===== src/pkg/mdfm_regs.svh =====
// Constants for the motor driver fault monitor: timing counts and field codes.
// Assumes a 25 MHz core clock; included by the package and the design.
// How it works
// - Stepping: current below open-load level is candidate
// - Holding: current below trip level is candidate
// - Fault only after candidate persists past detection time
// - SPI: detect only with open-load enable set
// - Time select 30/60/120 ms; pin mode 60 ms
// - Open load pulls error low, latches flags
// - Report which winding opened
// - Pin mode: release per enable pin or pulse
// - Recovery select 1: release pin, keep flags
// - Recovery select 0: hold all until clear
// - Sleep exit or power cycle clears open load
// - Silent step: detect only while moving
// - Auto-torque: current to torque setting on fault
// - SPI: warning sets warning and thermal flags
// - Report select: warning also pulls error low
// - Warning flags clear when temperature drops
// - Shutdown disables bridge, pump, pulls error low
// - Recovery mode from enable pin or select bit
// - Latched shutdown resumes after a sleep pulse or a switch to retry mode
// - Retry resumes when cool; flags stay latched
// - Report supply reading, default code 01011b
// - Error output released after power-up, low on fault
`ifndef MDFM_REGS_SVH
`define MDFM_REGS_SVH
`define MDFM_CLK_HZ        25000000
`define MDFM_OLT_30_MS     30
`define MDFM_OLT_60_MS     60
`define MDFM_OLT_120_MS    120
`define MDFM_MS_CYC(ms)    ((ms) * (`MDFM_CLK_HZ / 1000))
`define MDFM_OLT_30        2'h0
`define MDFM_OLT_60        2'h1
`define MDFM_OLT_120       2'h2
`define MDFM_OLT_RST       2'h1
`define MDFM_VM_RST        5'h0B
`define MDFM_SLP_MIN_US    20
`define MDFM_SLP_MAX_US    40
`define MDFM_SLP_MIN_CYC   ((`MDFM_SLP_MIN_US * (`MDFM_CLK_HZ / 1000000)) + 1)
`define MDFM_SLP_MAX_CYC   (`MDFM_SLP_MAX_US * (`MDFM_CLK_HZ / 1000000))
`define MDFM_CNT_W         23
`endif


===== src/pkg/mdfm_pkg.sv =====
// Types for the motor driver fault monitor.
// Assumes mdfm_regs.svh sits beside it on the include path.
`include "mdfm_regs.svh"
package mdfm_pkg;
  // Configuration bits set by software or pins
  typedef struct packed {
    logic       spi_mode;
    logic       open_load_enable;
    logic [1:0] open_load_time_select;
    logic       open_load_recovery_select;
    logic       warning_report_select;
    logic       thermal_recovery_select;
    logic       enable_high;
    logic       silent_step;
    logic       auto_torque;
  } mdfm_cfg_s;
  // Status bits read back
  typedef struct packed {
    logic fault;
    logic open_load_flag;
    logic winding_a_open;
    logic winding_b_open;
    logic overtemp_warning;
    logic thermal_flag;
    logic shutdown_thermal_flag;
  } mdfm_stat_s;
  typedef enum logic [2:0] {
    MDFM_RUN  = 3'h1,
    MDFM_HOT  = 3'h2,
    MDFM_COOL = 3'h4
  } mdfm_tsd_e;
endpackage


===== src/design/mdfm_fault_monitor.sv =====
// Fault supervision: open load, over-temperature warning and shutdown,
// supply reading, open-drain error output.
// Assumes comparator inputs already synchronous to clk_i.
`timescale 1ns/1ps
`default_nettype none
`include "mdfm_regs.svh"
module mdfm_fault_monitor
  import mdfm_pkg::*;
(
  input  wire logic       clk_i,
  input  wire logic       rst_n_i,
  input  wire mdfm_cfg_s  cfg_i,
  input  wire logic       sleep_n_i,
  input  wire logic       clear_faults_cmd_i,
  input  wire logic       moving_i,
  input  wire logic [1:0] below_ol_level_i,
  input  wire logic [1:0] below_trip_level_i,
  input  wire logic       temp_warn_i,
  input  wire logic       temp_warn_clear_i,
  input  wire logic       temp_sd_i,
  input  wire logic       temp_sd_clear_i,
  input  wire logic [4:0] adc_code_i,
  input  wire logic       adc_valid_i,
  output var  mdfm_stat_s stat_o,
  output logic [4:0]      supply_voltage_reading_o,
  output logic            bridge_enable_o,
  output logic            charge_pump_enable_o,
  output logic            torque_current_select_o,
  output logic            error_out_n_o,
  output logic            error_out_n_oe_o
);
  // ----------------------------------------
  // Sleep reset pulse and sleep exit
  // ----------------------------------------
  logic [10:0] slp_cnt_reg, slp_cnt_next;
  logic        sleep_d_reg, sleep_d_next;
  logic        slp_pulse, slp_exit;
  // A low of more than 20 us counts as a reset pulse; longer also clears
  always_comb begin
    slp_cnt_next = sleep_n_i ? 11'h000 :
                   (slp_cnt_reg == 11'h7FF ? slp_cnt_reg : slp_cnt_reg + 11'h001);
    sleep_d_next = sleep_n_i;
  end
  always_ff @(posedge clk_i) begin
    if (!rst_n_i) begin
      slp_cnt_reg <= 11'h000;
      sleep_d_reg <= 1'b1;
    end else begin
      slp_cnt_reg <= slp_cnt_next;
      sleep_d_reg <= sleep_d_next;
    end
  end
  assign slp_pulse = sleep_n_i && !sleep_d_reg
                     && (slp_cnt_reg >= 11'(`MDFM_SLP_MIN_CYC));
  // Any low of the pin ends a sleep, even one shorter than the reset pulse
  assign slp_exit  = sleep_n_i && !sleep_d_reg;
  logic clr_all;
  // The clear command only exists over SPI; pin mode clears by sleep pulse alone
  assign clr_all = (cfg_i.spi_mode && clear_faults_cmd_i) || slp_exit || slp_pulse;

  // ----------------------------------------
  // Open-load detection per winding
  // ----------------------------------------
  logic [`MDFM_CNT_W-1:0] ol_limit;
  always_comb begin
    if (!cfg_i.spi_mode) ol_limit = `MDFM_CNT_W'(`MDFM_MS_CYC(`MDFM_OLT_60_MS));
    else begin
      case (cfg_i.open_load_time_select)
        `MDFM_OLT_30:  ol_limit = `MDFM_CNT_W'(`MDFM_MS_CYC(`MDFM_OLT_30_MS));
        `MDFM_OLT_120: ol_limit = `MDFM_CNT_W'(`MDFM_MS_CYC(`MDFM_OLT_120_MS));
        default:       ol_limit = `MDFM_CNT_W'(`MDFM_MS_CYC(`MDFM_OLT_60_MS));
      endcase
    end
  end
  logic ol_allowed;
  // Silent step cannot see open load at standstill
  assign ol_allowed = (!cfg_i.spi_mode || cfg_i.open_load_enable)
                      && !(cfg_i.silent_step && !moving_i);
  logic [1:0] cand, ol_det, ol_lat_reg, ol_lat_next, ol_pin_reg, ol_pin_next;
  genvar w;
  generate
    for (w = 0; w < 2; w = w + 1) begin : g_win
      logic [`MDFM_CNT_W-1:0] cnt_reg, cnt_next;
      assign cand[w] = ol_allowed && (moving_i ? below_ol_level_i[w]
                                               : below_trip_level_i[w]);
      // Counter restarts on any break so only a continuous condition counts
      always_comb begin
        if (!cand[w]) cnt_next = '0;
        else if (cnt_reg > ol_limit) cnt_next = cnt_reg;
        else cnt_next = cnt_reg + `MDFM_CNT_W'(1);
      end
      always_ff @(posedge clk_i) begin
        if (!rst_n_i) cnt_reg <= '0;
        else cnt_reg <= cnt_next;
      end
      assign ol_det[w] = cnt_reg > ol_limit;
      a_ol_persist: assert property (@(posedge clk_i) disable iff (!rst_n_i)
        $rose(ol_det[w]) |-> $past(cand[w]))
        else $error("open load declared without candidate");
    end
  endgenerate
  logic ol_latched_pin;
  assign ol_latched_pin = cfg_i.spi_mode ? !cfg_i.open_load_recovery_select : !cfg_i.enable_high;
  // Status bits latch; detection wins over a clear in the same cycle
  always_comb begin
    ol_lat_next = clr_all ? (ol_lat_reg & 2'h0) | ol_det : ol_lat_reg | ol_det;
    // Pin hold: auto modes follow detection, latched modes hold to clear
    if (ol_latched_pin) ol_pin_next = (clr_all ? 2'h0 : ol_pin_reg) | ol_det;
    else ol_pin_next = ol_det;
  end
  always_ff @(posedge clk_i) begin
    if (!rst_n_i) begin
      ol_lat_reg <= 2'h0;
      ol_pin_reg <= 2'h0;
    end else begin
      ol_lat_reg <= ol_lat_next;
      ol_pin_reg <= ol_pin_next;
    end
  end

  // ----------------------------------------
  // Thermal warning and shutdown
  // ----------------------------------------
  logic      otw_reg, otw_next, tf_lat_reg, tf_lat_next, ots_reg, ots_next;
  mdfm_tsd_e tsd_reg, tsd_next;
  logic      tsd_latched;
  assign tsd_latched = cfg_i.spi_mode ? !cfg_i.thermal_recovery_select : !cfg_i.enable_high;
  always_comb begin
    // Warning has hysteresis in the comparator pair, no command needed
    if (temp_warn_i && cfg_i.spi_mode) otw_next = 1'b1;
    else if (temp_warn_clear_i) otw_next = 1'b0;
    else otw_next = otw_reg;
    tsd_next = tsd_reg;
    case (tsd_reg)
      MDFM_RUN:  if (temp_sd_i) tsd_next = MDFM_HOT;
      MDFM_HOT:  if (temp_sd_clear_i && !temp_sd_i) tsd_next = tsd_latched ? MDFM_COOL : MDFM_RUN;
      MDFM_COOL: begin
        // A fresh overheat while waiting must not let a mode change restart the bridge
        if (temp_sd_i) tsd_next = MDFM_HOT;
        else if (!tsd_latched) tsd_next = MDFM_RUN;
        else if (slp_pulse || slp_exit) tsd_next = MDFM_RUN;
      end
      default: tsd_next = MDFM_RUN;
    endcase
    tf_lat_next = (temp_sd_i && cfg_i.spi_mode) || (!clr_all && tf_lat_reg);
    ots_next    = (temp_sd_i && cfg_i.spi_mode) || (!clr_all && ots_reg);
  end
  always_ff @(posedge clk_i) begin
    if (!rst_n_i) begin
      otw_reg    <= 1'b0;
      tf_lat_reg <= 1'b0;
      ots_reg    <= 1'b0;
      tsd_reg    <= MDFM_RUN;
    end else begin
      otw_reg    <= otw_next;
      tf_lat_reg <= tf_lat_next;
      ots_reg    <= ots_next;
      tsd_reg    <= tsd_next;
    end
  end
  logic tsd_off;
  assign tsd_off = tsd_reg != MDFM_RUN;
  assign bridge_enable_o      = !tsd_off;
  assign charge_pump_enable_o = !tsd_off;

  // ----------------------------------------
  // Summary, supply reading, error pin
  // ----------------------------------------
  logic fault_reg, fault_next, err_reg, err_next, trq_reg, trq_next;
  logic [4:0] vm_reg, vm_next;
  logic warn_rep;
  assign warn_rep = otw_reg && cfg_i.warning_report_select;
  always_comb begin
    fault_next = (cfg_i.spi_mode && (|ol_det || warn_rep || temp_sd_i))
                 || (!clr_all && fault_reg);
    err_next   = |ol_pin_reg || warn_rep || tsd_reg == MDFM_HOT
                 || tsd_reg == MDFM_COOL;
    trq_next   = cfg_i.auto_torque && |ol_pin_reg;
    vm_next    = adc_valid_i ? adc_code_i : vm_reg;
  end
  always_ff @(posedge clk_i) begin
    if (!rst_n_i) begin
      fault_reg <= 1'b0;
      err_reg   <= 1'b0;
      trq_reg   <= 1'b0;
      vm_reg    <= `MDFM_VM_RST;
    end else begin
      fault_reg <= fault_next;
      err_reg   <= err_next;
      trq_reg   <= trq_next;
      vm_reg    <= vm_next;
    end
  end
  // Open drain: only ever drive low; pull-up makes the high
  assign error_out_n_o    = 1'b0;
  assign error_out_n_oe_o = err_reg;
  assign supply_voltage_reading_o = vm_reg;
  assign torque_current_select_o  = trq_reg;
  assign stat_o.fault                 = fault_reg;
  assign stat_o.open_load_flag        = |ol_lat_reg && cfg_i.spi_mode;
  assign stat_o.winding_a_open        = ol_lat_reg[0] && cfg_i.spi_mode;
  assign stat_o.winding_b_open        = ol_lat_reg[1] && cfg_i.spi_mode;
  assign stat_o.overtemp_warning      = otw_reg;
  assign stat_o.thermal_flag          = otw_reg || tf_lat_reg;
  assign stat_o.shutdown_thermal_flag = ots_reg;

  a_err_follows_ol: assert property (@(posedge clk_i) disable iff (!rst_n_i)
    |ol_det |-> ##2 error_out_n_oe_o)
    else $error("error pin not driven after open load");
  a_tsd_bridge_off: assert property (@(posedge clk_i) disable iff (!rst_n_i)
    temp_sd_i |=> !bridge_enable_o && !charge_pump_enable_o
                  && (stat_o.shutdown_thermal_flag || !cfg_i.spi_mode))
    else $error("shutdown did not disable bridge");
  a_latch_holds_low: assert property (@(posedge clk_i) disable iff (!rst_n_i)
    tsd_reg == MDFM_COOL && tsd_latched && sleep_n_i && sleep_d_reg |=> !bridge_enable_o)
    else $error("latched shutdown resumed without pulse");
  a_warn_clears: assert property (@(posedge clk_i) disable iff (!rst_n_i)
    temp_warn_clear_i && !temp_warn_i |=> !stat_o.overtemp_warning)
    else $error("warning did not clear");
  a_ol_gate: assert property (@(posedge clk_i) disable iff (!rst_n_i)
    cfg_i.spi_mode && !cfg_i.open_load_enable |-> cand == 2'h0)
    else $error("open load candidate while disabled");
  a_silent_still: assert property (@(posedge clk_i) disable iff (!rst_n_i)
    cfg_i.silent_step && !moving_i |-> cand == 2'h0)
    else $error("open load candidate at standstill");
  a_ol_flag_hold: assert property (@(posedge clk_i) disable iff (!rst_n_i)
    stat_o.winding_a_open && !clr_all && cfg_i.spi_mode |=> ol_lat_reg[0])
    else $error("open load flag dropped without clear");
  a_warn_report: assert property (@(posedge clk_i) disable iff (!rst_n_i)
    warn_rep |=> error_out_n_oe_o && (fault_reg || !cfg_i.spi_mode))
    else $error("warning not reported on error pin");
endmodule
`default_nettype wire


===== config.mk =====
export PLATFORM = sky130hd
export DESIGN_NAME = mdfm_fault_monitor
export DESIGN_NICKNAME = d
export VERILOG_FILES = /design/src/pkg/mdfm_pkg.sv /design/src/design/mdfm_fault_monitor.sv
export VERILOG_INCLUDE_DIRS = /design/src /design/src/pkg
export SDC_FILE = /design/constraint.sdc
export NUM_CORES = 1
export LEC_CHECK = 0
export BUFFER_PORTS_ARGS = -buffer_cell sky130_fd_sc_hd__buf_4
export CAP_MARGIN = 20
export CELL_PAD_IN_SITES_DETAIL_PLACEMENT = 1
export CELL_PAD_IN_SITES_GLOBAL_PLACEMENT = 2
export CORE_UTILIZATION = 36
export DETAILED_ROUTE_END_ITERATION = 10
export PLACE_DENSITY = 0.82
export SYNTH_ARGS = -nofsm -noshare
export SYNTH_HDL_FRONTEND = slang
export SYNTH_SLANG_ARGS = --single-unit

===== constraint.sdc =====
create_clock -name clk_i -period 4.85 [get_ports clk_i]
set_input_delay 0.97 -clock clk_i [delete_from_list [all_inputs] [get_ports clk_i]]
set_output_delay 0.97 -clock clk_i [all_outputs]
set_load 0.005 [all_outputs]

==> flow_summary.yaml <==
run_status:
  status: "complete, no violations"
placed_design:
  dpl_worst_slack_ns: 0.542
  place_area_sq_mm: 0.00484
  dp_hpwl_microns: 9560
  place.gp.congestion: 0.814
  dp.cells: 700
  place.port_buffers: 44
critical_path:
  cp-end-kind: "flip-flop"
  crit_chain: "buf_4 > or3b_1 > ha_1 > and4b_1 > or4b_2 > nor2_1 > nand3_1 > o21a_1 > a211oi_1 > mux2_2"
  start_kind: "primary input"
  slowest_delay_ns: 0.59
  cp.depth: 10
  crit_type: "primary input to flip-flop"
  worstPathMaxFanout: 22
  worst_ep_required_time_ns: 5.07
  crit_family: "simple AND/OR/NAND/NOR gates"
  r2r_cells: 8
  cp_slowest_cell: "or4b_2"
  worstPathArrival_ns: 4.23
  worst-path-buf-inv: 1
finish:
  fin_cells: 716
  fin_nets: 617
  stdcell_area_sq_mm: 0.00513
  syn_to_final_growth_pct: 15.2
  antennaDiodeCount: 0
  drive_gt1_share_pct: 16.0
  final_cell_mix: "dfxtp_1, nand2_1, buf_4"
  final_common_cell: "dfxtp_1"
  largest_reg_flops: 46
drt:
  detail_route.wl_per_cell_microns: 18.2
  ant_nets: 0
  num_vias: 4191
  drtPass1Iterations: 4
  wirelength_microns: 13000
  drc: 0
  vias_per_cell: 5.85
  drtIter0Drc: 154
power:
  p_switching_w: 0.000311
  power_frac_clock_pct: 48.9
  total_power_w: 0.00130
  powerDensity_mw_per_mm2: 254
  p_seq_share_pct: 42.1
  p_sw_share_pct: 23.9
  comb_power_share_pct: 9.1
  internal-power_w: 0.000991
  cellLeakagePower_nw: 1.92
  peakVddDrop_mv: 0.108
global_route:
  grt.total_usage_pct: 21.4
  grt_pass1_wl_microns: 21500
  grt_max_degree: 26
  grt_pass1_vias: 4227
  antenna_found_initial: 0
  grt.overflow.total: 0
synth:
  synthesis.area_sq_mm: 0.00445
  yosys.cell_types.count: 72
  yosys_register_bits: 65
  syn_inst: 537
  yosysSeqAreaShare_pct: 29.2
  async_reset_ff_share_pct: 0
  ys.flop_type: "dfxtp_1"
  syn_nets: 590
  ys_warn_count: 0
  avgSynthCellArea_sq_um: 8.29
  synth_edf_count: 0
clock_tree:
  cts_hold_buf: 0
  clock_tree.root_cell: "clkbuf_16"
  cts.clk_slew.worst_paths_ns: 0.06
  clock_sinks: 65
  cts_buffer_depth: 2
  insertion_delay_ns: 0.34
  cts_htree_levels: 3
  postCtsSetupRepairBufs: 0
  cts_resized: 0
  cts_buffers: 9
  cts_tree: "done"
timing:
  finalMaxSlewViolations: 0
  worstMarginPinSlew_ns: 0.966
  relSlewSlack_pct: 35.3
  rsz0062_at_grt: "no"
  finalCritPeriodShare_pct: 82.6
  final-hold-violation-count: 0
  layout_min_cycle_time_ns: 4.00
  clock_skew_ns: 0.00977
  max_freq_mhz: 250
  fin_ws_ns: 0.845
  setup_violations: 0
  fin_tns_setup_ns: 0
floorplan:
  rows: 40
  initial_core_util_pct: 37.1
  design.core.area_sq_mm: 0.0120
  die_area_sq_mm: 0.0128
  ios: 46
  die_y_microns: 113
  die_w_microns: 113
hold_path:
  hold_depth: 2
  hold_path_class: "flip-flop to flip-flop"
job:
  maxCapViolations: 0
## cell type report
cell class              count  area (sq um)
multi-input cells         412          2880
well taps                 147           184
clock buffers              10           229
clock inverters             6          58.8
inverters                  25          98.8
fillers                  1438          6880
repair buffers             51           383
flip-flops and latches     65          1300
## tightest hold or removal path, delay by kind of cell (launching register included)
| family | cells | cell delay [ns] |
|---|---|---|
| AO/OA/AOI/OAI | 1 | 0.06 |
| AND/OR/NAND/NOR | 1 | 0.04 |
| flip-flops | 1 | 0.30 |
## power groups by stage
stage / Sequential, W / Clock, W / Combinational, W
6_report: 0.000547 / 0.000636 / 0.000118
3_5_place_dp: 0.000559 / 0 / 0.000119
2_1_floorplan: 0.000558 / 0 / 0.0000690
3_3_place_gp: 0.000559 / 0 / 0.000114
4_1_cts: 0.000547 / 0.000654 / 0.000120
5_1_grt: 0.000548 / 0.000680 / 0.000132
## cell families (layout without fill, tap and decap cells)
logic type	after synthesis	in the layout	share of synthesized area (%)
buffers and inverters	60	92	6.35
AOI/OAI and AO/OA	131	131	21.6
muxes	38	38	8.79
xor gates and xnor gates	2	2	0.393
DFF	65	65	29.2
and+or+nand+nor	212	212	25.9
other	1	1	0.0842
adders and majority gates	28	28	7.64
## cell usage after synthesis (all sizes together), types with 11 or more instances
| cell | number | area share, % |
|---|---|---|
| nand3 | 26 | 3.0 |
| nand4 | 11 | 1.5 |
| nor2 | 24 | 2.0 |
| or3 | 23 | 3.2 |
| buf | 17 | 2.6 |
| nand2 | 64 | 5.4 |
| inv | 25 | 2.2 |
| o21ai | 18 | 2.1 |
| mux2i | 32 | 7.3 |
| a21oi | 43 | 4.8 |
| clkbuf | 18 | 1.5 |
| a211oi | 11 | 2.2 |
| ha | 24 | 6.7 |
| dfxtp | 65 | 29 |
## layer usage
layer,vias to the layer above,global-route usage (%),wire length (microns)
met5,-,0,0
met4,0,7.28,191
met3,11,3.48,457
met2,87,37.3,6360
met1,2052,26.6,6030
li1,2041,-,-
## path summary, 6_finish.rpt
| kind | startpoint | slack (ns) | to |
|---|---|---|---|
| max | cfg_i[9] | 0.85 | g_win[0].cnt_reg[9] |
| min | ol_lat_reg[0] | 0.46 | ol_lat_reg[0] |
| max reg2reg | g_win[0].cnt_reg[12] | 1.93 | g_win[0].cnt_reg[9] |
| min reg2reg | ol_lat_reg[0] | 0.46 | ol_lat_reg[0] |
## through the flow
stage / hold WS [ns] / utilization [%]
after detailed placement: 0.459 / 40.3
after global placement: 0.450 / 40.3
after global routing: 0.484 / 42.7
after floorplan: 0.438 / -
final: 0.457 / 42.7
after CTS: 0.466 / 42.7
Note: power is estimated with default switching activity, not from simulation.
